### src/design/tap_map.svh
// codes, field widths and counts of the test access port
`ifndef TAP_MAP_SVH
`define TAP_MAP_SVH
// ----------------------------------------------------------------
// register widths
// ----------------------------------------------------------------
`define TAP_IR_WIDTH 3
`define TAP_ID_WIDTH 32
`define TAP_ID_VER_WIDTH 4
`define TAP_ID_PART_WIDTH 16
`define TAP_ID_MFR_WIDTH 11
`define TAP_ID_LSB 1'h1
// ----------------------------------------------------------------
// instruction codes
// ----------------------------------------------------------------
`define TAP_OP_EXTEST 3'h0
`define TAP_OP_IDCODE 3'h1
`define TAP_OP_SAMPLE 3'h2
`define TAP_OP_CLAMP 3'h3
`define TAP_OP_HIGHZ 3'h4
`define TAP_OP_BYPASS 3'h7
// fixed pattern loaded into the instruction shift stage on capture
`define TAP_IR_CAPTURE 3'h1
// ----------------------------------------------------------------
// counts
// ----------------------------------------------------------------
`define TAP_TLR_HIGHS 3'h5
`endif

### src/design/tap_pkg.sv
// types and shared decode of the test access port
package tap_pkg;
`include "tap_map.svh"
  // controller states
  typedef enum logic [3:0] {
    test_logic_reset, run_test_idle, select_dr, capture_dr,
    shift_dr, exit1_dr, pause_dr, exit2_dr, update_dr,
    select_ir, capture_ir, shift_ir, exit1_ir, pause_ir,
    exit2_ir, update_ir
  } tap_state_t;
  // instruction word
  typedef logic [`TAP_IR_WIDTH-1:0] instr_t;
  // data register in the scan path
  typedef enum logic [1:0] {dr_bypass, dr_bsr, dr_ident} dr_sel_t;
  // decode the current instruction into the selected data register
  function automatic dr_sel_t dr_select(instr_t op);
    if (op == `TAP_OP_EXTEST || op == `TAP_OP_SAMPLE) begin
      return dr_bsr;
    end else if (op == `TAP_OP_IDCODE) begin
      return dr_ident;
    end else begin
      return dr_bypass; // bypass, clamp, highz and unknown codes
    end
  endfunction : dr_select
endpackage : tap_pkg

### src/design/scan_shift_reg.sv
// shift stage with latched parallel output for one scan register
`timescale 1ns/1ps
module scan_shift_reg #(
  parameter int WIDTH = 8,
  parameter logic [WIDTH-1:0] PAR_RESET = '0
) (
  input wire logic clock, // system clock
  input wire logic rst, // synchronous reset
  input wire logic capture, // parallel load of the shift stage
  input wire logic shift, // one step toward serial output
  input wire logic update, // copy shift stage to parallel output
  input wire logic preset, // force parallel output to preset value
  input wire logic [WIDTH-1:0] capture_value, // value taken on capture
  input wire logic [WIDTH-1:0] preset_value, // value forced by preset
  input wire logic serial_in, // serial data into the top stage
  output logic [WIDTH-1:0] shift_q, // shift stage, bit 0 leaves first
  output logic [WIDTH-1:0] par_q // latched parallel output
);
  if (WIDTH < 1) begin : g_width_check
    $error("scan_shift_reg: WIDTH must be at least 1");
  end
  logic [WIDTH-1:0] shifted; // shift stage moved one step
  // ----------------------------------------------------------------
  // shift stage
  // ----------------------------------------------------------------
  // new bit enters at the top, bit 0 drops out to the serial output
  always_comb begin
    shifted = shift_q >> 1;
    shifted[WIDTH-1] = serial_in;
  end
  // capture has priority; outside capture and shift the stage holds
  always_ff @(posedge clock) begin
    if (rst) begin
      shift_q <= '0;
    end else if (capture) begin
      shift_q <= capture_value;
    end else if (shift) begin
      shift_q <= shifted;
    end
  end
  // ----------------------------------------------------------------
  // parallel output latch
  // ----------------------------------------------------------------
  // only update or preset moves it, so shifting never shows on the outputs
  always_ff @(posedge clock) begin
    if (rst) begin
      par_q <= PAR_RESET;
    end else if (preset) begin
      par_q <= preset_value;
    end else if (update) begin
      par_q <= shift_q;
    end
  end
endmodule : scan_shift_reg

### src/design/tap_fsm.sv
// sixteen-state test access port controller
`timescale 1ns/1ps
module tap_fsm (
  input wire logic clock, // system clock
  input wire logic rst, // synchronous reset
  input wire logic tck_rise, // one-cycle pulse per test clock rising edge
  input wire logic tms, // synchronised mode select
  input wire logic trst, // synchronised test reset, active high
  output tap_pkg::tap_state_t state_reg // current controller state
);
  // next state from the current state and mode select
  function automatic tap_pkg::tap_state_t next_state(
    tap_pkg::tap_state_t s, logic m);
    case (s)
      tap_pkg::test_logic_reset: return m ? tap_pkg::test_logic_reset : tap_pkg::run_test_idle;
      tap_pkg::run_test_idle: return m ? tap_pkg::select_dr : tap_pkg::run_test_idle;
      tap_pkg::select_dr: return m ? tap_pkg::select_ir : tap_pkg::capture_dr;
      tap_pkg::capture_dr: return m ? tap_pkg::exit1_dr : tap_pkg::shift_dr;
      tap_pkg::shift_dr: return m ? tap_pkg::exit1_dr : tap_pkg::shift_dr;
      tap_pkg::exit1_dr: return m ? tap_pkg::update_dr : tap_pkg::pause_dr;
      tap_pkg::pause_dr: return m ? tap_pkg::exit2_dr : tap_pkg::pause_dr;
      tap_pkg::exit2_dr: return m ? tap_pkg::update_dr : tap_pkg::shift_dr;
      tap_pkg::update_dr: return m ? tap_pkg::select_dr : tap_pkg::run_test_idle;
      tap_pkg::select_ir: return m ? tap_pkg::test_logic_reset : tap_pkg::capture_ir;
      tap_pkg::capture_ir: return m ? tap_pkg::exit1_ir : tap_pkg::shift_ir;
      tap_pkg::shift_ir: return m ? tap_pkg::exit1_ir : tap_pkg::shift_ir;
      tap_pkg::exit1_ir: return m ? tap_pkg::update_ir : tap_pkg::pause_ir;
      tap_pkg::pause_ir: return m ? tap_pkg::exit2_ir : tap_pkg::pause_ir;
      tap_pkg::exit2_ir: return m ? tap_pkg::update_ir : tap_pkg::shift_ir;
      default: return m ? tap_pkg::select_dr : tap_pkg::run_test_idle;
    endcase
  endfunction : next_state
  // ----------------------------------------------------------------
  // state register
  // ----------------------------------------------------------------
  // moves only on test clock rising edges; test reset forces reset state
  always_ff @(posedge clock) begin
    if (rst || trst) begin
      state_reg <= tap_pkg::test_logic_reset;
    end else if (tck_rise) begin
      state_reg <= next_state(state_reg, tms);
    end
  end
endmodule : tap_fsm

### src/design/boundary_scan_tap.sv
// boundary-scan test access port with instruction, bypass, id and boundary registers
// What this block does
// state moves on test clock rising edges
// power-up: reset state, identify instruction current
// select-dr holds registers, branches on mode
// capture-dr loads selected register if allowed
// shift-dr moves selected register toward output
// exit1-dr: high to update, low pause
// pause-dr holds contents, waits for mode high
// exit2-dr: high to update, low shift
// update-dr falling edge latches parallel outputs
// select-ir: low capture, high reset state
// capture-ir loads fixed value into instruction
// shift-ir shifts instruction, parallel registers hold
// update-ir falling edge latches instruction
// pause-ir holds instruction shifting, waits high
// latched instruction current; then idle or select
// instruction register: three-bit shift and latch
// code 010 samples pins into boundary
// code 111 routes data through bypass
// code 000 drives pins from boundary
// code 011 clamps pins, bypass in path
// code 100 floats pins, bypass in path
// identify instruction captures and shifts id
// id register 32 bits, selected in reset
// exit2-ir with mode low returns shift
// test reset or five highs reach reset
// data out on falling edges, shift only
`timescale 1ns/1ps
`include "tap_map.svh"
module boundary_scan_tap #(
  parameter int N_IN = 8, // digital input pins in the boundary
  parameter int N_OUT = 8, // digital output pins in the boundary
  parameter logic [`TAP_ID_VER_WIDTH-1:0] ID_VERSION = 4'h0, // arbitrary value
  parameter logic [`TAP_ID_PART_WIDTH-1:0] ID_PART = 16'h0A5C, // arbitrary value
  parameter logic [`TAP_ID_MFR_WIDTH-1:0] ID_MAKER = 11'h0AA // arbitrary value
) (
  input wire logic clock, // system clock, 200 MHz
  input wire logic rst, // synchronous reset, active high
  input wire logic test_reset_n, // test reset pin, active low
  input wire logic test_clock, // test clock pin
  input wire logic test_mode_select, // mode select pin
  input wire logic test_data_in, // serial data pin in
  output logic test_data_out, // serial data pin out
  output logic test_data_out_oe, // high while data out is driven
  input wire logic [N_IN-1:0] pin_in, // digital input pins
  output logic [N_IN-1:0] core_in, // input pins as seen by system logic
  input wire logic [N_OUT-1:0] core_out, // output values from system logic
  input wire logic [N_OUT-1:0] core_oe, // output enables from system logic
  output logic [N_OUT-1:0] pin_out, // digital output pins
  output logic [N_OUT-1:0] pin_oe // output pin enables
);
  localparam int BSR_W = N_IN + N_OUT; // boundary cells, inputs low
  if (N_IN < 1 || N_OUT < 1) begin : g_size_check
    $error("boundary_scan_tap: N_IN and N_OUT must be at least 1");
  end
  // identification code, bit 0 always one
  localparam logic [`TAP_ID_WIDTH-1:0] ID_CODE = {ID_VERSION, ID_PART, ID_MAKER, `TAP_ID_LSB};
  // ----------------------------------------------------------------
  // pin synchronisers
  // ----------------------------------------------------------------
  logic tck_meta, tck_sync, tck_last; // test clock stages
  logic tms_meta, tms_sync; // mode select stages
  logic tdi_meta, tdi_sync; // data in stages
  logic trst_meta, trst_sync; // test reset stages, active high
  logic [N_IN-1:0] pin_meta, pin_sync; // input pin stages
  logic tck_rise; // test clock rose
  logic tck_fall; // test clock fell
  // two stages per pin; all pins share the same delay so that
  // mode select and data in line up with the clock edge
  always_ff @(posedge clock) begin
    if (rst) begin
      tck_meta <= 1'b0;
      tck_sync <= 1'b0;
      tck_last <= 1'b0;
      tms_meta <= 1'b1;
      tms_sync <= 1'b1;
      tdi_meta <= 1'b1;
      tdi_sync <= 1'b1;
      trst_meta <= 1'b1;
      trst_sync <= 1'b1;
    end else begin
      tck_meta <= test_clock;
      tck_sync <= tck_meta;
      tck_last <= tck_sync;
      tms_meta <= test_mode_select;
      tms_sync <= tms_meta;
      tdi_meta <= test_data_in;
      tdi_sync <= tdi_meta;
      trst_meta <= ~test_reset_n;
      trst_sync <= trst_meta;
    end
  end
  // input pins pass two stages before the boundary or the core sees them
  always_ff @(posedge clock) begin
    if (rst) begin
      pin_meta <= '0;
      pin_sync <= '0;
    end else begin
      pin_meta <= pin_in;
      pin_sync <= pin_meta;
    end
  end
  // edges of the test clock, read from settled stages only
  assign tck_rise = tck_sync & ~tck_last;
  assign tck_fall = ~tck_sync & tck_last;
  // ----------------------------------------------------------------
  // controller
  // ----------------------------------------------------------------
  tap_pkg::tap_state_t state; // controller state
  tap_fsm u_fsm (
    .clock(clock),
    .rst(rst),
    .tck_rise(tck_rise),
    .tms(tms_sync),
    .trst(trst_sync),
    .state_reg(state)
  );
  // ----------------------------------------------------------------
  // instruction register
  // ----------------------------------------------------------------
  tap_pkg::instr_t ir_shift; // instruction shift stage
  tap_pkg::instr_t ir_cur; // current instruction
  tap_pkg::dr_sel_t dr_sel; // data register in the path
  logic in_tlr; // controller in reset state
  assign in_tlr = (state == tap_pkg::test_logic_reset);
  assign dr_sel = tap_pkg::dr_select(ir_cur);
  // three-bit shift and latch; reset state forces the identify code
  scan_shift_reg #(
    .WIDTH(`TAP_IR_WIDTH),
    .PAR_RESET(`TAP_OP_IDCODE)
  ) u_ir (
    .clock(clock),
    .rst(rst),
    .capture(tck_rise && state == tap_pkg::capture_ir),
    .shift(tck_rise && state == tap_pkg::shift_ir),
    .update(tck_fall && state == tap_pkg::update_ir),
    .preset(in_tlr),
    .capture_value(`TAP_IR_CAPTURE),
    .preset_value(`TAP_OP_IDCODE),
    .serial_in(tdi_sync),
    .shift_q(ir_shift),
    .par_q(ir_cur)
  );
  // ----------------------------------------------------------------
  // data registers
  // ----------------------------------------------------------------
  logic dr_capture; // capture step of the data scan
  logic dr_shift; // shift step of the data scan
  logic dr_update; // update step of the data scan
  logic bypass_reg; // single bypass stage
  logic [`TAP_ID_WIDTH-1:0] id_shift; // id shift stage
  logic [BSR_W-1:0] bsr_shift; // boundary shift stage
  logic [BSR_W-1:0] bsr_par; // boundary parallel output
  assign dr_capture = tck_rise && state == tap_pkg::capture_dr;
  assign dr_shift = tck_rise && state == tap_pkg::shift_dr;
  assign dr_update = tck_fall && state == tap_pkg::update_dr;
  // bypass loads zero on capture and passes data in when shifting
  always_ff @(posedge clock) begin
    if (rst) begin
      bypass_reg <= 1'b0;
    end else if (dr_sel == tap_pkg::dr_bypass && dr_capture) begin
      bypass_reg <= 1'b0;
    end else if (dr_sel == tap_pkg::dr_bypass && dr_shift) begin
      bypass_reg <= tdi_sync;
    end
  end
  // identification register, selected in reset state and by identify
  scan_shift_reg #(
    .WIDTH(`TAP_ID_WIDTH),
    .PAR_RESET('0)
  ) u_id (
    .clock(clock),
    .rst(rst),
    .capture(dr_sel == tap_pkg::dr_ident && dr_capture),
    .shift(dr_sel == tap_pkg::dr_ident && dr_shift),
    .update(dr_sel == tap_pkg::dr_ident && dr_update),
    .preset(1'b0),
    .capture_value(ID_CODE),
    .preset_value('0),
    .serial_in(tdi_sync),
    .shift_q(id_shift),
    .par_q()
  );
  // boundary register: inputs sampled from pins, outputs from drivers
  scan_shift_reg #(
    .WIDTH(BSR_W),
    .PAR_RESET('0)
  ) u_bsr (
    .clock(clock),
    .rst(rst),
    .capture(dr_sel == tap_pkg::dr_bsr && dr_capture),
    .shift(dr_sel == tap_pkg::dr_bsr && dr_shift),
    .update(dr_sel == tap_pkg::dr_bsr && dr_update),
    .preset(1'b0),
    .capture_value({pin_out, pin_sync}),
    .preset_value('0),
    .serial_in(tdi_sync),
    .shift_q(bsr_shift),
    .par_q(bsr_par)
  );
  // ----------------------------------------------------------------
  // serial output
  // ----------------------------------------------------------------
  logic in_shift; // controller in either shift state
  logic dr_serial; // serial output of the selected data register
  assign in_shift = (state == tap_pkg::shift_dr) || (state == tap_pkg::shift_ir);
  // pick the serial bit of the register in the path
  always_comb begin
    if (dr_sel == tap_pkg::dr_bsr) begin
      dr_serial = bsr_shift[0];
    end else if (dr_sel == tap_pkg::dr_ident) begin
      dr_serial = id_shift[0];
    end else begin
      dr_serial = bypass_reg;
    end
  end
  // data out changes on falling edges and is driven only while shifting
  always_ff @(posedge clock) begin
    if (rst) begin
      test_data_out <= 1'b1;
      test_data_out_oe <= 1'b0;
    end else if (tck_fall) begin
      test_data_out <= (state == tap_pkg::shift_ir) ? ir_shift[0] : dr_serial;
      test_data_out_oe <= in_shift;
    end
  end
  // ----------------------------------------------------------------
  // pin control
  // ----------------------------------------------------------------
  logic bs_drive; // boundary drives the output pins
  assign bs_drive = (ir_cur == `TAP_OP_EXTEST) || (ir_cur == `TAP_OP_CLAMP);
  // system logic keeps running; pins follow it unless a test takes over
  always_ff @(posedge clock) begin
    if (rst) begin
      pin_out <= '0;
      pin_oe <= '0;
      core_in <= '0;
    end else begin
      core_in <= pin_sync;
      if (ir_cur == `TAP_OP_HIGHZ) begin
        pin_out <= core_out;
        pin_oe <= '0;
      end else if (bs_drive) begin
        pin_out <= bsr_par[BSR_W-1:N_IN];
        pin_oe <= '1;
      end else begin
        pin_out <= core_out;
        pin_oe <= core_oe;
      end
    end
  end

  logic [2:0] high_cnt_reg; // consecutive mode-high rising edges
  always_ff @(posedge clock) begin
    if (rst) begin
      high_cnt_reg <= 3'h0;
    end else if (tck_rise && !tms_sync) begin
      high_cnt_reg <= 3'h0;
    end else if (tck_rise && high_cnt_reg != `TAP_TLR_HIGHS) begin
      high_cnt_reg <= high_cnt_reg + 3'h1;
    end
  end
endmodule : boundary_scan_tap

### config.mk
export PLATFORM = sky130hd
export DESIGN_NAME = boundary_scan_tap
export DESIGN_NICKNAME = d
export VERILOG_FILES = /design/src/design/tap_pkg.sv /design/src/design/scan_shift_reg.sv /design/src/design/tap_fsm.sv /design/src/design/boundary_scan_tap.sv
export VERILOG_INCLUDE_DIRS = /design/src /design/src/design
export SDC_FILE = /design/constraint.sdc
export NUM_CORES = 1
export LEC_CHECK = 0
export ABC_AREA = 1
export BUFFER_PORTS_ARGS = -buffer_cell sky130_fd_sc_hd__buf_2
export CAP_MARGIN = 0
export CORE_ASPECT_RATIO = 0.7
export CORE_MARGIN = 2
export CORE_UTILIZATION = 55
export CTS_BUF_LIST = sky130_fd_sc_hd__clkbuf_16
export DETAILED_ROUTE_END_ITERATION = 8
export GPL_TIMING_DRIVEN = 0
export PLACE_DENSITY_LB_ADDON = 0.25
export SLEW_MARGIN = 20
export SYNTH_ARGS = -nofsm -noshare
export SYNTH_HDL_FRONTEND = slang
export SYNTH_HIERARCHICAL = 1
export SYNTH_SLANG_ARGS = --single-unit
### constraint.sdc
create_clock -name clock -period 1.7 [get_ports clock]
set_clock_uncertainty 0.1 [all_clocks]
set_input_delay 0.085 -clock clock [delete_from_list [all_inputs] [get_ports clock]]
set_output_delay 0.085 -clock clock [all_outputs]
set_load 0.02 [all_outputs]
# --- Word level (Yosys, flattened, before mapping) ---
# Index checks and enable logic that the tools add are counted.
op_classes:
  reduce_logical: 30
  shift: 0
  addsub: 0
  mul: 0
  order_cmp: 0
  bitwise: 5
  n_div: 0
  n_mux: 27
  n_eq_ne: 20
ops:
  columns: ["op", "count"]
  rows:
  - ["$mux W24", 2]
  - ["$pmux W4 S11", 1]
  - ["$eq A4 B4 Y1 const B", 8]
  - ["$mux W16", 2]
  - ["$mux W8", 3]
  - ["$eq A4 B3 Y1 const B", 4]
  - ["$mux W4", 4]
  - ["$reduce_or A2 Y1", 7]
  - ["$logic_and A1 B1 Y1", 13]
  - ["$mux W2", 5]
  - ["$eq A4 B2 Y1 const B", 2]
  - ["$mux W1", 8]
  - ["$eq A3 B2 Y1 const B", 2]
  - ["$mux W3", 2]
  - ["$reduce_bool A2 Y1", 3]
  - ["$logic_not A4 Y1", 1]
  - ["$logic_or A1 B1 Y1", 4]
  - ["$eq A3 B1 Y1 const B", 1]
  - ["$eq A3 B3 Y1 const B", 1]
  - ["$logic_not A3 Y1", 1]
  - ["$not A1 Y1", 3]
  - ["$and A1 B1 Y1", 2]
  - ["$eq A2 B1 Y1 const B", 1]
  - ["$eq A2 B2 Y1 const B", 1]
  - ["$logic_not A2 Y1", 1]
word_totals:
  latchBits: 0
  output_inout_bits: 26
  n_memories: 0
  ramBits: 0
  elab_cells: 107
  romBits: 0
  register_bits: 126
  in_bits: 30

# --- Depth between registers and ports, before layout ---
# Gate-level depths: netlist (run 1).
depth:
  word_depth: 7
  ltp_mapped: 13
  mapped_depth_nobuf: 11

# --- Hierarchy ---
# Netlist (run 1), hierarchy kept.
modules_own_cells:
  columns: ["mod", "cells_each", "seq_area_each_um2", "n_inst", "area_per_inst_um2"]
  rows:
  - ["scan_shift_reg at u_id", 516, 1281.2, 1, 3269.4]
  - ["boundary_scan_tap", 222, 1041.0, 1, 1767.9]
  - ["scan_shift_reg at u_bsr", 256, 640.6, 1, 1684.1]
  - ["tap_fsm", 78, 80.1, 1, 402.9]
  - ["scan_shift_reg at u_ir", 46, 120.1, 1, 294.0]

# --- Least setup slack after synthesis (run 1) ---
# OpenSTA, ideal clock, no wires.
synth_path:
  kind: "register to register"
  startpoint: "register tck_sync"
  endpoint: "register u_ir.shift_q[0]"
  setup_time_ns: 0.109
  t_arrival_ns: 1.496
  path_stages_with_launch: 10
  slack_ns: -0.005
  period_less_slack_ns: 1.705
  n_path_buf: 0
  t_required_ns: 1.491
  cell_sequence: "dfxtp_1 > inv_1 > nor2_2 > nand2_1 > nor4_1 > nor2_2 > nand2_1 > nand3_1 > nand2_1 > inv_1"
synth_between:
  elab_chain_len: 3
  word_cells_on_any_way: 5
  classes_between: "1 x mux; 1 x bitwise; 3 x reduce/logical"
synth_lines:
  columns: ["element", "line", "text"]
  rows:
  - ["start, declared", "boundary_scan_tap.sv:62", "logic tck_meta, tck_sync, tck_last;"]
  - ["start signal, assigned", "boundary_scan_tap.sv:84", "tck_sync <= tck_meta;"]
  - ["$and A1 B1 Y1 (*)", "boundary_scan_tap.sv:105", "assign tck_rise = tck_sync & ~tck_last;"]
  - ["named net tck_rise", "boundary_scan_tap.sv:67", "logic tck_rise;"]
  - ["$logic_and A1 B1 Y1 (on tied branches)", "boundary_scan_tap.sv:135, boundary_scan_tap.sv:136", null]
  - ["$mux W1 / $reduce_bool A2 Y1 (equally long branches)", null, null]
  - ["end signal, assigned", "scan_shift_reg.sv:36", "shift_q <= capture_value;"]
  - ["end signal, assigned", "scan_shift_reg.sv:38", "shift_q <= shifted;"]
  - ["end, declared", "scan_shift_reg.sv:16", "output logic [WIDTH-1:0] shift_q,"]
# The timed path passes the listed nets; every way through them passes the cells marked *.
# A chain may end at the register's enable or synchronous reset.

# --- Worst setup path in the final report (run 1) ---
layout_path:
  startpoint: "register tck_sync"
  endpoint: "register u_id.shift_q[0]"
layout_between:
  elab_chain_len: 4
  word_cells_on_any_way: 7
  classes_between: "1 x mux; 1 x bitwise; 5 x reduce/logical"
layout_lines:
  columns: ["element", "line"]
  rows:
  - ["$and A1 B1 Y1 (*)", "boundary_scan_tap.sv:105"]
  - ["named net tck_rise", "boundary_scan_tap.sv:67"]
  - ["$logic_and A1 B1 Y1 (on tied branches)", "boundary_scan_tap.sv:155, boundary_scan_tap.sv:156"]
  - ["$logic_and A1 B1 Y1 (on tied branches)", "boundary_scan_tap.sv:175, boundary_scan_tap.sv:176"]
  - ["$mux W24 / $reduce_bool A2 Y1 (equally long branches)", null]
  - ["end signal, assigned", "scan_shift_reg.sv:36"]
  - ["end signal, assigned", "scan_shift_reg.sv:38"]
  - ["end, declared", "scan_shift_reg.sv:16"]
# Marks and branches as above.

==> metrics.log, run 1 <==
INFO  metric violations = negative setup slack
INFO  metric portBuffers = 55
INFO  metric area_delta_synth_final = 37.5%
INFO  metric floorplan.core_area = 9680 um2
INFO  metric top_regs = u_id/shift_q x32, u_bsr/shift_q x16
INFO  metric cts_buffer_depth = 2
INFO  metric hold_violations = 0
INFO  metric global_route_wire_length_before_repair = 21.5 mm
INFO  metric max_slew_headroom = 59.8%
INFO  metric final_max_slew_violation_count = 0
INFO  metric cap_viol_max_count = 0
INFO  metric design_power_total = 0.00695 W
INFO  metric timing.critical_path.slowest_cell_delay = between 300 and 400 ps
INFO  metric critical_path_cell_by_cell = inv_2, nor2_4, inv_2, nor2_4, inv_2, nor2_4, buf_12, nor2_8, buf_8, nand2_2, nand3_1, nand2_1, inv_1
INFO  metric detailed_place_hpwl = 7.85 mm
INFO  metric first_global_vias = 4618
INFO  metric finish.cell_count_without_fillers = 1124
INFO  metric max_reg_flops = 32
INFO  metric result_of_the_run = finished with violations
INFO  metric syn-mean-instance-area = approximately 6.7 um2
INFO  metric clock.fmax = 0.568 GHz
INFO  metric placed_cells_incl_taps = 1047
INFO  metric detail_route.iter0.violations = 582
INFO  metric final_nets = 1013
INFO  metric ys_warn_count = 6
INFO  metric rows = 30
INFO  metric cts_tree = yes
INFO  metric syn_inst = 819
INFO  metric setup.worst_path.end_class = register
INFO  metric setup_viol = 4
INFO  metric design.portCount = 56
INFO  metric groute.layer.met2.usage = 39.5%
INFO  metric finalCritPeriodShare = 104%
INFO  metric critical_path.n_buffers_inverters = 6
INFO  metric detail_route.wirelength = 14.3 mm
INFO  metric max_flop_register = u_id/shift_q
INFO  metric worstPathRequired = 1910 ps
INFO  metric worst-setup-path-type = register to register
INFO  metric timing.critical_path.fanout_max = 10
INFO  metric global_route.usage.met3 = 5.43%
INFO  metric post_synth_instance_area = 5450 um2
INFO  metric max_slew.worst_pin.slew = 603 ps
INFO  metric rsz0062_at_grt = true
INFO  metric drt-vias-per-instance = about 4.8
INFO  metric vdd.ir_drop.worst = about 730 uV
INFO  metric startpoint_type = register
INFO  metric grt-ovfl-total = 0
INFO  metric starting_density_of_the_core = around 56%
INFO  metric final.hold.worst_slack = 297 ps
INFO  metric cts_htree_levels = 4
INFO  metric die_height = 87.3 um
INFO  metric globalRouteMet1Util = 35.2%
INFO  metric routedWlPerCell = 12.8 um
INFO  metric antenna_found_initial = 0
INFO  metric final_period_minus_worst_setup_slack = approximately 1800 ps
INFO  metric r2r_setup_slack = -60 ps
INFO  metric detailroute.via_count = between 5000 and 6000
INFO  metric clk-insertion-delay-late = 410 ps
INFO  metric post_route_cells_drive_above_1_share = 25.3%
INFO  metric cellPowerDensity = 927 nW/um2
INFO  metric setup_ws = -61.5 ps
INFO  metric grt_start_max_net_pins = 17
INFO  metric clock_tree.root_cell = sky130_fd_sc_hd__clkbuf_16
INFO  metric timing.critical_path.arrival = between 1500 and 2000 ps
INFO  metric drt_drc_violations_left = 0
INFO  metric clkTransAtPathRegs = ~60 ps
INFO  metric chipWidth = around 120 um
INFO  metric path_delay_family = simple AND/OR/NAND/NOR gates
INFO  metric drt.antenna.violating_nets = 0
INFO  metric grt-busiest-layer = met2
INFO  metric firstDrtPassIters = 5
INFO  metric detailedPlace.worstSlack = -279 ps
INFO  metric finalCoreUtilization = 77.4%
INFO  metric diodes = 0
INFO  metric critical_path_slowest_stage_cell = sky130_fd_sc_hd__dfxtp_2
INFO  metric worstHoldPathType = primary input to register
INFO  metric clk_sink_count = 118
INFO  metric leakage = 3.70 nW
INFO  metric gpl.final_weighted_congestion = around 0.87
INFO  metric cts_inserted_buffers = 17
INFO  metric overall_die_area = 10700 um2
INFO  metric gr-usage-all-layers = 25.5%
cell type report:
cell class | instances | area, um2
buffer | 38 | 345
tap | 128 | 160
inverter | 132 | 495
fill | 657 | 2190
multi-input combinational | 576 | 2760
clock inverter | 15 | 169
clock buffer | 17 | 425
timing repair buffer | 100 | 759
sequential | 118 | 2380
power by group:
group          total, W  internal, W  switching, W
Clock           0.00360      0.00219       0.00141
Sequential      0.00288      0.00284     0.0000389
Combinational  0.000469     0.000184      0.000285
worst register-to-register path: stages, from the launching register on:
cell and delay (ps):
sky130_fd_sc_hd__dfxtp_2 350, sky130_fd_sc_hd__inv_2 60, sky130_fd_sc_hd__nor2_4 110, sky130_fd_sc_hd__inv_2 70, sky130_fd_sc_hd__nor2_4 140, sky130_fd_sc_hd__inv_2 70
sky130_fd_sc_hd__nor2_4 100, sky130_fd_sc_hd__buf_12 170, sky130_fd_sc_hd__nor2_8 60, sky130_fd_sc_hd__buf_8 140, sky130_fd_sc_hd__nand2_2 60, sky130_fd_sc_hd__nand3_1 70
sky130_fd_sc_hd__nand2_1 90, sky130_fd_sc_hd__inv_1 50
metrics by stage:
| stage | cell area (um2) | TNS, ps |
|---|---|---|
| floorplan | 5630 | 0 |
| global placement | 6060 | -11970 |
| detailed placement | 6060 | -12200 |
| CTS | 7110 | 0 |
| global route | 7500 | -2020 |
| finish | 7500 | -102 |
cell usage in the layout (no fill, tap or decap), types with 6 or more instances in the layout:
cell,count
sky130_fd_sc_hd__nand2_1,282
sky130_fd_sc_hd__inv_1,113
sky130_fd_sc_hd__dfxtp_1,109
sky130_fd_sc_hd__buf_2,66
sky130_fd_sc_hd__nor2_1,59
sky130_fd_sc_hd__nand3_1,47
sky130_fd_sc_hd__conb_1,47
sky130_fd_sc_hd__dlygate4sd3_1,29
sky130_fd_sc_hd__a21oi_1,26
sky130_fd_sc_hd__a21oi_2,26
sky130_fd_sc_hd__nand2_2,24
sky130_fd_sc_hd__o21ai_0,21
sky130_fd_sc_hd__clkbuf_16,21
sky130_fd_sc_hd__inv_2,17
sky130_fd_sc_hd__buf_4,16
sky130_fd_sc_hd__buf_6,13
sky130_fd_sc_hd__nor2_4,7
sky130_fd_sc_hd__nor2_2,7
sky130_fd_sc_hd__nand3_2,6
sky130_fd_sc_hd__nand2_4,6
final timing paths:
check / cells past startpoint / end / startpoint
max: 13 / u_id/shift_q[0] / tck_sync
min: 3 / trst_meta / test_reset_n
max reg2reg: 13 / u_id/shift_q[0] / tck_sync
min reg2reg: 2 / pin_sync[6] / pin_meta[6]
layer usage:
layer / up-vias / part of all wire, %
met2: 177 / 47
met3: 26 / 5.8
met4: 0 / 1.6
li1: 2750 / -
met5: - / 0
met1: 2440 / 46
what timing repair did:
item | in CTS | in global routing
gates resized for setup | 34 | 80
hold buffers | 29 | 0
pin swaps | 3 | 26
gates cloned | 0 | 4
hold endpoints to repair | 32 | 0
endpoints found under the setup margin | 60 | 67
buffers inserted | 8 | 4
(Power assumes the default switching activity.)
==> inputs of run 2 (changes only) <==
--- a/config.mk
+++ b/config.mk
@@ -12,7 +12,6 @@
 export CORE_ASPECT_RATIO = 0.7
 export CORE_MARGIN = 2
 export CORE_UTILIZATION = 55
-export CTS_BUF_LIST = sky130_fd_sc_hd__clkbuf_16
 export DETAILED_ROUTE_END_ITERATION = 8
 export GPL_TIMING_DRIVEN = 0
 export PLACE_DENSITY_LB_ADDON = 0.25
==> metrics.log, run 2 (synthesis results as in run 1) <==
INFO  metric gpl.final_weighted_congestion = 0.868 (unchanged)
INFO  metric placed_cells_incl_taps = 1047 (unchanged)
INFO  metric first_global_vias = 4617 (-0.022%)
INFO  metric detailroute.via_count = 5420 (+0.50%)
INFO  metric clock.fmax = 0.565 GHz (-0.50%)
INFO  metric violations = negative setup slack
INFO  metric max_slew_headroom = 59.3% (-0.49 points)
INFO  metric worstPathRequired = 1900 ps (about the same)
INFO  metric drt_drc_violations_left = 0 (unchanged)
INFO  metric finalCoreUtilization = 78.2% (+0.75 points)
INFO  metric final_period_minus_worst_setup_slack = 1770 ps (+8.90 ps)
INFO  metric detailed_place_hpwl = 7.85 mm (unchanged)
INFO  metric vdd.ir_drop.worst = 772 uV (+6.2%)
INFO  metric cts_tree = yes
INFO  metric design_power_total = 0.00699 W (+0.61%)
INFO  metric rsz0062_at_grt = true
INFO  metric cts_buffer_depth = 2 (unchanged)
INFO  metric cellPowerDensity = 924 nW/um2 (-0.36%)
INFO  metric antenna_found_initial = 0 (unchanged)
INFO  metric max_slew.worst_pin.slew = 611 ps (+7.36 ps)
INFO  metric routedWlPerCell = 13.0 um (+1.5%)
INFO  metric detailedPlace.worstSlack = -279 ps (unchanged)
INFO  metric cts_htree_levels = 4 (unchanged)
INFO  metric portBuffers = 55 (unchanged)
INFO  metric top_regs = u_id/shift_q x32, u_bsr/shift_q x16
INFO  metric worst-setup-path-type = register to register
INFO  metric layout.cells.most_common = sky130_fd_sc_hd__nand2_1
INFO  metric starting_density_of_the_core = 56.3% (unchanged)
INFO  metric hold_violations = 0 (unchanged)
INFO  metric grt_start_max_net_pins = 17 (unchanged)
INFO  metric num-fill-cells = 638 (-2.9%)
INFO  metric max_reg_flops = 32 (unchanged)
INFO  metric final_max_slew_violation_count = 0 (unchanged)
INFO  metric most-common-layout-cells = 271 x sky130_fd_sc_hd__nand2_1, 113 x sky130_fd_sc_hd__inv_1, 109 x sky130_fd_sc_hd__dfxtp_1
INFO  metric result_of_the_run = finished with violations
INFO  metric drt.antenna.violating_nets = 0 (unchanged)
INFO  metric clock_tree.root_cell = sky130_fd_sc_hd__clkbuf_16
INFO  metric post_route_cells_drive_above_1_share = 26.9% (+1.6 points)
INFO  metric setup.worst_path.end_class = register
INFO  metric finish.cell_count_without_fillers = 1124 (unchanged)
INFO  metric gr-usage-all-layers = 25.4% (about the same)
INFO  metric setup_viol = 7 (+3)
INFO  metric rows = 30 (unchanged)
INFO  metric chipWidth = 123 um (unchanged)
INFO  metric firstDrtPassIters = 7 (+2)
INFO  metric drt-vias-per-instance = 4.82 (+0.50%)
INFO  metric global_route_wire_length_before_repair = 21.5 mm (-0.16%)
INFO  metric area_delta_synth_final = 38.8%
INFO  metric leakage = 3.73 nW (+0.75%)
INFO  metric overall_die_area = 10700 um2 (unchanged)
INFO  metric die_height = 87.3 um (unchanged)
INFO  metric cts_inserted_buffers = 17 (unchanged)
INFO  metric timing.critical_path.arrival = 1970 ps (about the same)
INFO  metric detail_route.wirelength = 14.6 mm (+1.5%)
INFO  metric startpoint_type = register
INFO  metric clk-insertion-delay-late = 420 ps (about the same)
INFO  metric clk_sink_count = 118 (unchanged)
INFO  metric floorplan.core_area = 9680 um2 (unchanged)
INFO  metric setup_ws = -70.4 ps (-8.90 ps)
INFO  metric grt-ovfl-total = 0 (unchanged)
INFO  metric final_nets = 1013 (unchanged)
INFO  metric design.portCount = 56 (unchanged)
INFO  metric max_flop_register = u_id/shift_q
INFO  metric worstHoldPathType = primary input to register
INFO  metric diodes = 0 (unchanged)
INFO  metric cap_viol_max_count = 0 (unchanged)
INFO  metric timing.critical_path.fanout_max = 10 (unchanged)
INFO  metric detail_route.iter0.violations = 545 (-6.4%)
INFO  metric clkTransAtPathRegs = 60 ps (about the same)
INFO  metric finalCritPeriodShare = 104% (+0.52 points)
==> run 2: cell count changes in the layout (fill, tap and decap cells not counted), moves of 2 or more <==
cell / before / now
sky130_fd_sc_hd__nand2_1: 282 / 271
sky130_fd_sc_hd__nand2_2: 24 / 35
sky130_fd_sc_hd__nand3_1: 47 / 44
sky130_fd_sc_hd__nand3_2: 6 / 9
sky130_fd_sc_hd__nor2_4: 7 / 9
==> run 2: area by class of cell <==
class	count	area, um2	share of cell area (%)
Inverter	132	495	6.55
Timing Repair Buffer	100	763	10.1
Sequential cell	118	2380	31.5
Tap cell	128	160	2.12
Clock buffer	18	439	5.80
Buffer	38	349	4.61
Multi-Input combinational cell	576	2810	37.2
Clock inverter	14	165	2.18
==> run 2: repair_timing <==
item | CTS | global route
gates resized for setup | 34 | 99
pin swaps | 3 | 28
hold endpoints to repair | 32 | 0
endpoints found under the setup margin | 60 | 67
hold buffers | 29 | 0
buffers inserted | 8 | 4
gates cloned | 0 | 4
==> run 2: final timing paths <==
kind              cells after the start         endpoint  slack [ps]         start
setup reg to reg                     13  u_id/shift_q[0]         -70      tck_sync
hold reg to reg                       2      pin_sync[6]         300   pin_meta[6]
setup / recovery                     13  u_id/shift_q[0]         -70      tck_sync
hold / removal                        3        trst_meta         280  test_reset_n
==> run 2: layer usage <==
layer / part of all wire (%) / vias to the layer above / global-route usage (%)
met1: 46 / 2444 / 35.0
li1: - / 2750 / -
met5: 0 / - / 0
met4: 2.3 / 0 / 9.09
met3: 5.0 / 39 / 5.43
met2: 47 / 187 / 39.5
==> run 2: report_power, final <==
group | switching [W] | leakage [nW] | internal, W | total, W
registers | 0.0000392 | 0.968 | 0.00284 | 0.00288
clock network | 0.00140 | 0.290 | 0.00224 | 0.00364
logic | 0.000287 | 2.47 | 0.000184 | 0.000471
==> run 2: worst max-delay path, stage by stage, from the launching register on <==
cell and delay [ps]:
sky130_fd_sc_hd__dfxtp_2 350, sky130_fd_sc_hd__inv_2 60, sky130_fd_sc_hd__nor2_4 120, sky130_fd_sc_hd__inv_2 70
sky130_fd_sc_hd__nor2_4 140, sky130_fd_sc_hd__inv_2 80, sky130_fd_sc_hd__nor2_4 110, sky130_fd_sc_hd__buf_12 170
sky130_fd_sc_hd__nor2_8 60, sky130_fd_sc_hd__buf_8 140, sky130_fd_sc_hd__nand2_2 50, sky130_fd_sc_hd__nand3_2 50
sky130_fd_sc_hd__nand2_1 90, sky130_fd_sc_hd__inv_1 70
==> run 2: metrics by stage <==
stage	hold WS [ps]	TNS, ps	area (um2)
floorplan	47.4	0	5630
global placement	163	-11970	6060
detailed placement	170	-12200	6060
CTS	270	0	7120
global route	275	-1890	7570
finish	283	-140	7570
==> inputs of run 3 (changes only) <==
--- a/config.mk
+++ b/config.mk
@@ -11,10 +11,11 @@
 export CAP_MARGIN = 0
 export CORE_ASPECT_RATIO = 0.7
 export CORE_MARGIN = 2
-export CORE_UTILIZATION = 55
+export CORE_UTILIZATION = 61
 export DETAILED_ROUTE_END_ITERATION = 8
 export GPL_TIMING_DRIVEN = 0
 export PLACE_DENSITY_LB_ADDON = 0.25
+export RECOVER_POWER = 100
 export SLEW_MARGIN = 20
 export SYNTH_ARGS = -nofsm -noshare
 export SYNTH_HDL_FRONTEND = slang
==> constraint.sdc (replaced) <==
create_clock -name clock -period 2 [get_ports clock]
set_clock_uncertainty 0.1 [all_clocks]
set_input_delay 0.1 -clock clock [delete_from_list [all_inputs] [get_ports clock]]
set_output_delay 0.1 -clock clock [all_outputs]
set_load 0.02 [all_outputs]
==> metrics.log, run 3 (synthesis results as in run 1) <==
INFO  metric result_of_the_run = finished, final reports clean
INFO  metric timing.critical_path.slowest_cell_delay = 430 ps (+80 ps)
INFO  metric cap_viol_max_count = 0 (unchanged)
INFO  metric cts_tree = yes
INFO  metric overall_die_area = 9720 um2 (-9.5%)
INFO  metric grt-busiest-layer = met2
INFO  metric clock_tree.root_cell = sky130_fd_sc_hd__clkbuf_16
INFO  metric final_max_slew_violation_count = 0 (unchanged)
INFO  metric setup.worst_path.end_class = register
INFO  metric regToRegStartpoint = u_fsm/state_reg[3]
INFO  metric critPathMostFrequentCell = sky130_fd_sc_hd__inv_1
INFO  metric placedInstanceArea = 6050 um2 (-0.27%)
INFO  metric chipWidth = 117 um (-4.9%)
INFO  metric rows = 28 (-6.7%)
INFO  metric die_height = 83.1 um (-4.8%)
INFO  metric holdCritStartpoint = test_reset_n
INFO  metric gr-usage-all-layers = 29.0% (+3.6 points)
INFO  metric leakage = 3.34 nW (-10%)
INFO  metric critical_path_slowest_stage_cell = sky130_fd_sc_hd__dfxtp_2
INFO  metric grt-ovfl-total = 0 (unchanged)
INFO  metric cts_htree_levels = 4 (unchanged)
INFO  metric max_slew_headroom = 39.4% (-20 points)
INFO  metric clock.fmax = 0.532 GHz (-5.9%)
INFO  metric clkTransAtPathRegs = 50 ps (about the same)
INFO  metric detailed_place_hpwl = 8.71 mm (+11%)
INFO  metric diodes = 0 (unchanged)
INFO  metric worst-setup-path-type = register to register
INFO  metric floorplan.core_area = 8580 um2 (-11%)
INFO  metric grt_start_max_net_pins = 17 (unchanged)
INFO  metric clk_sink_count = 118 (unchanged)
INFO  metric starting_density_of_the_core = 63.5% (+7.2 points)
INFO  metric critical_path_cell_by_cell = inv_1, nand3_1, nor2_2, inv_1, nor2_1, buf_6, nor2_4, buf_2, nand2_1, a21oi_2
INFO  metric timing.critical_path.arrival = 2130 ps (+160 ps)
INFO  metric critical_path.reg2reg.endpoint = u_bsr/shift_q[8]
INFO  metric rsz0062_at_grt = false
INFO  metric drt_drc_violations_left = 0 (unchanged)
INFO  metric max_reg_flops = 32 (unchanged)
INFO  metric antenna_found_initial = 0 (unchanged)
INFO  metric max_flop_register = u_id/shift_q
INFO  metric cts_inserted_buffers = 17 (unchanged)
INFO  metric routedWlPerCell = 12.2 um (-6.2%)
INFO  metric detail_route.iter0.violations = 407 (-25%)
INFO  metric cellPowerDensity = 836 nW/um2 (-9.5%)
INFO  metric clk-insertion-delay-late = 410 ps (about the same)
INFO  metric setup_ws = 119 ps (+189 ps)
INFO  metric global_route_wire_length_before_repair = 22.5 mm (+4.7%)
INFO  metric cp_num_cells = 10 (-3)
INFO  metric design.portCount = 56 (unchanged)
INFO  metric r2r_setup_slack = 120 ps (+190 ps)
INFO  metric startpoint_type = register
INFO  metric drt-vias-per-instance = 4.87 (+1.1%)
INFO  metric hold_violations = 0 (unchanged)
INFO  metric cts_buffer_depth = 2 (unchanged)
INFO  metric most-common-layout-cells = 310 x sky130_fd_sc_hd__nand2_1, 119 x sky130_fd_sc_hd__inv_1, 114 x sky130_fd_sc_hd__dfxtp_1
INFO  metric vdd.ir_drop.worst = 892 uV (+15%)
INFO  metric worstHoldPathType = primary input to register
INFO  metric drt.antenna.violating_nets = 0 (unchanged)
INFO  metric detailedPlace.worstSlack = -20.9 ps (+258 ps)
INFO  metric worstPathRequired = 2240 ps (+340 ps)
INFO  metric final_nets = 999 (-1.4%)
INFO  metric whs_path_depth = 3 (unchanged)
INFO  metric layout.cells.most_common = sky130_fd_sc_hd__nand2_1
INFO  metric setup_viol = 0 (-7)
INFO  metric portBuffers = 55 (unchanged)
INFO  metric post_route_cells_drive_above_1_share = 14.3% (-13 points)
INFO  metric postLayoutCellArea = 6900 um2 (-8.8%)
INFO  metric finalCritPeriodShare = 94.1% (-10 points)
INFO  metric timing.critical_path.fanout_max = 17 (+7)
INFO  metric critical_path.n_buffers_inverters = 4 (-2)
INFO  metric global_route.usage.met3 = 8.03% (+2.6 points)
INFO  metric area_delta_synth_final = 26.5%
INFO  metric path_delay_family = buffers and inverters
INFO  metric final_period_minus_worst_setup_slack = 1880 ps (+111 ps)
INFO  metric detailroute.via_count = 5371 (-0.90%)
INFO  metric top_regs = u_id/shift_q x32, u_bsr/shift_q x16
INFO  metric whs_endpoint = trst_meta
INFO  metric firstDrtPassIters = 5 (-2)
INFO  metric gpl.final_weighted_congestion = 0.884 (+1.9%)
INFO  metric finalCoreUtilization = 80.4% (+2.2 points)
INFO  metric groute.layer.met2.usage = 48.7% (+9.1 points)
INFO  metric first_global_vias = 5063 (+9.7%)
INFO  metric detail_route.wirelength = 13.4 mm (-8.1%)
INFO  metric globalRouteMet1Util = 35.7% (+0.69 points)
INFO  metric worst-r2r-cell-count = 10 (-3)
INFO  metric max_slew.worst_pin.slew = 900 ps (+290 ps)
[run 3: cell types whose count changed in the layout (fill, tap and decap cells not counted), moves of 7 or more]
cell	before	now
sky130_fd_sc_hd__nand2_2	35	2
sky130_fd_sc_hd__buf_4	15	8
sky130_fd_sc_hd__nor2_1	58	65
sky130_fd_sc_hd__nand3_2	9	0
sky130_fd_sc_hd__buf_2	66	42
sky130_fd_sc_hd__clkbuf_1	2	32
sky130_fd_sc_hd__a21oi_1	26	42
sky130_fd_sc_hd__nand2_1	271	310
sky130_fd_sc_hd__a21oi_2	26	10
sky130_fd_sc_hd__nand3_1	44	53
sky130_fd_sc_hd__nor2_4	9	2
[run 3: worst register-to-register path, delay by kind of cell (launching register included)]
kind / cells / cell delay, ps
DFF: 1 / 430
and+or+nand+nor: 5 / 520
AOI/OAI and AO/OA: 1 / 160
buffers and inverters: 4 / 610
[run 3: worst max path at each step]
| stage | from | to |
|---|---|---|
| CTS | u_fsm/state_reg[1] | u_bsr/shift_q[7] |
| detailed placement | tck_sync | u_id/shift_q[26] |
| global route | u_fsm/state_reg[1] | u_id/shift_q[9] |
| floorplan | tck_sync | u_ir/shift_q[0] |
| global placement | tck_sync | u_bsr/shift_q[7] |
| finish | u_fsm/state_reg[3] | u_bsr/shift_q[8] |
[run 3: repair_timing]
action,4_1_cts,5_1_grt
pin swaps,0,1
hold buffers,29,0
buffers inserted,0,3
resized for setup,2,9
cloned,0,0
hold endpoints to repair,31,0
endpoints found under the setup margin,22,57
[run 3: where the power goes]
part           total, W  internal (W)  switching (W)
registers       0.00245       0.00242      0.0000334
clock network   0.00294       0.00185        0.00108
logic          0.000377      0.000145       0.000232
[run 3: area by class of cell]
class | count | area (um2)
multi-input combinational | 576 | 2480
sequential | 118 | 2370
fill | 597 | 1680
timing repair buffer | 87 | 556
inverter | 132 | 495
clock buffer | 19 | 443
buffer | 37 | 273
tap | 120 | 150
clock inverter | 13 | 133
[run 3: metrics by stage]
stage / setup TNS, ps / power (W) / hold WS (ps) / std cells
2_1_floorplan: 0 / 0.00271 / 62.4 / 864
3_3_place_gp: 0 / 0.00281 / 176 / 1039
3_5_place_dp: -24.9 / 0.00282 / 183 / 1039
4_1_cts: 0 / 0.00579 / 285 / 1100
5_1_grt: 0 / 0.00595 / 312 / 1102
6_report: 0 / 0.00577 / 303 / 1102
[run 3: metal layers]
layer	vias up	part of all wire, %
met4	0	1.9
met3	33	5.8
li1	2715	-
met5	-	0
met2	193	48
met1	2430	44
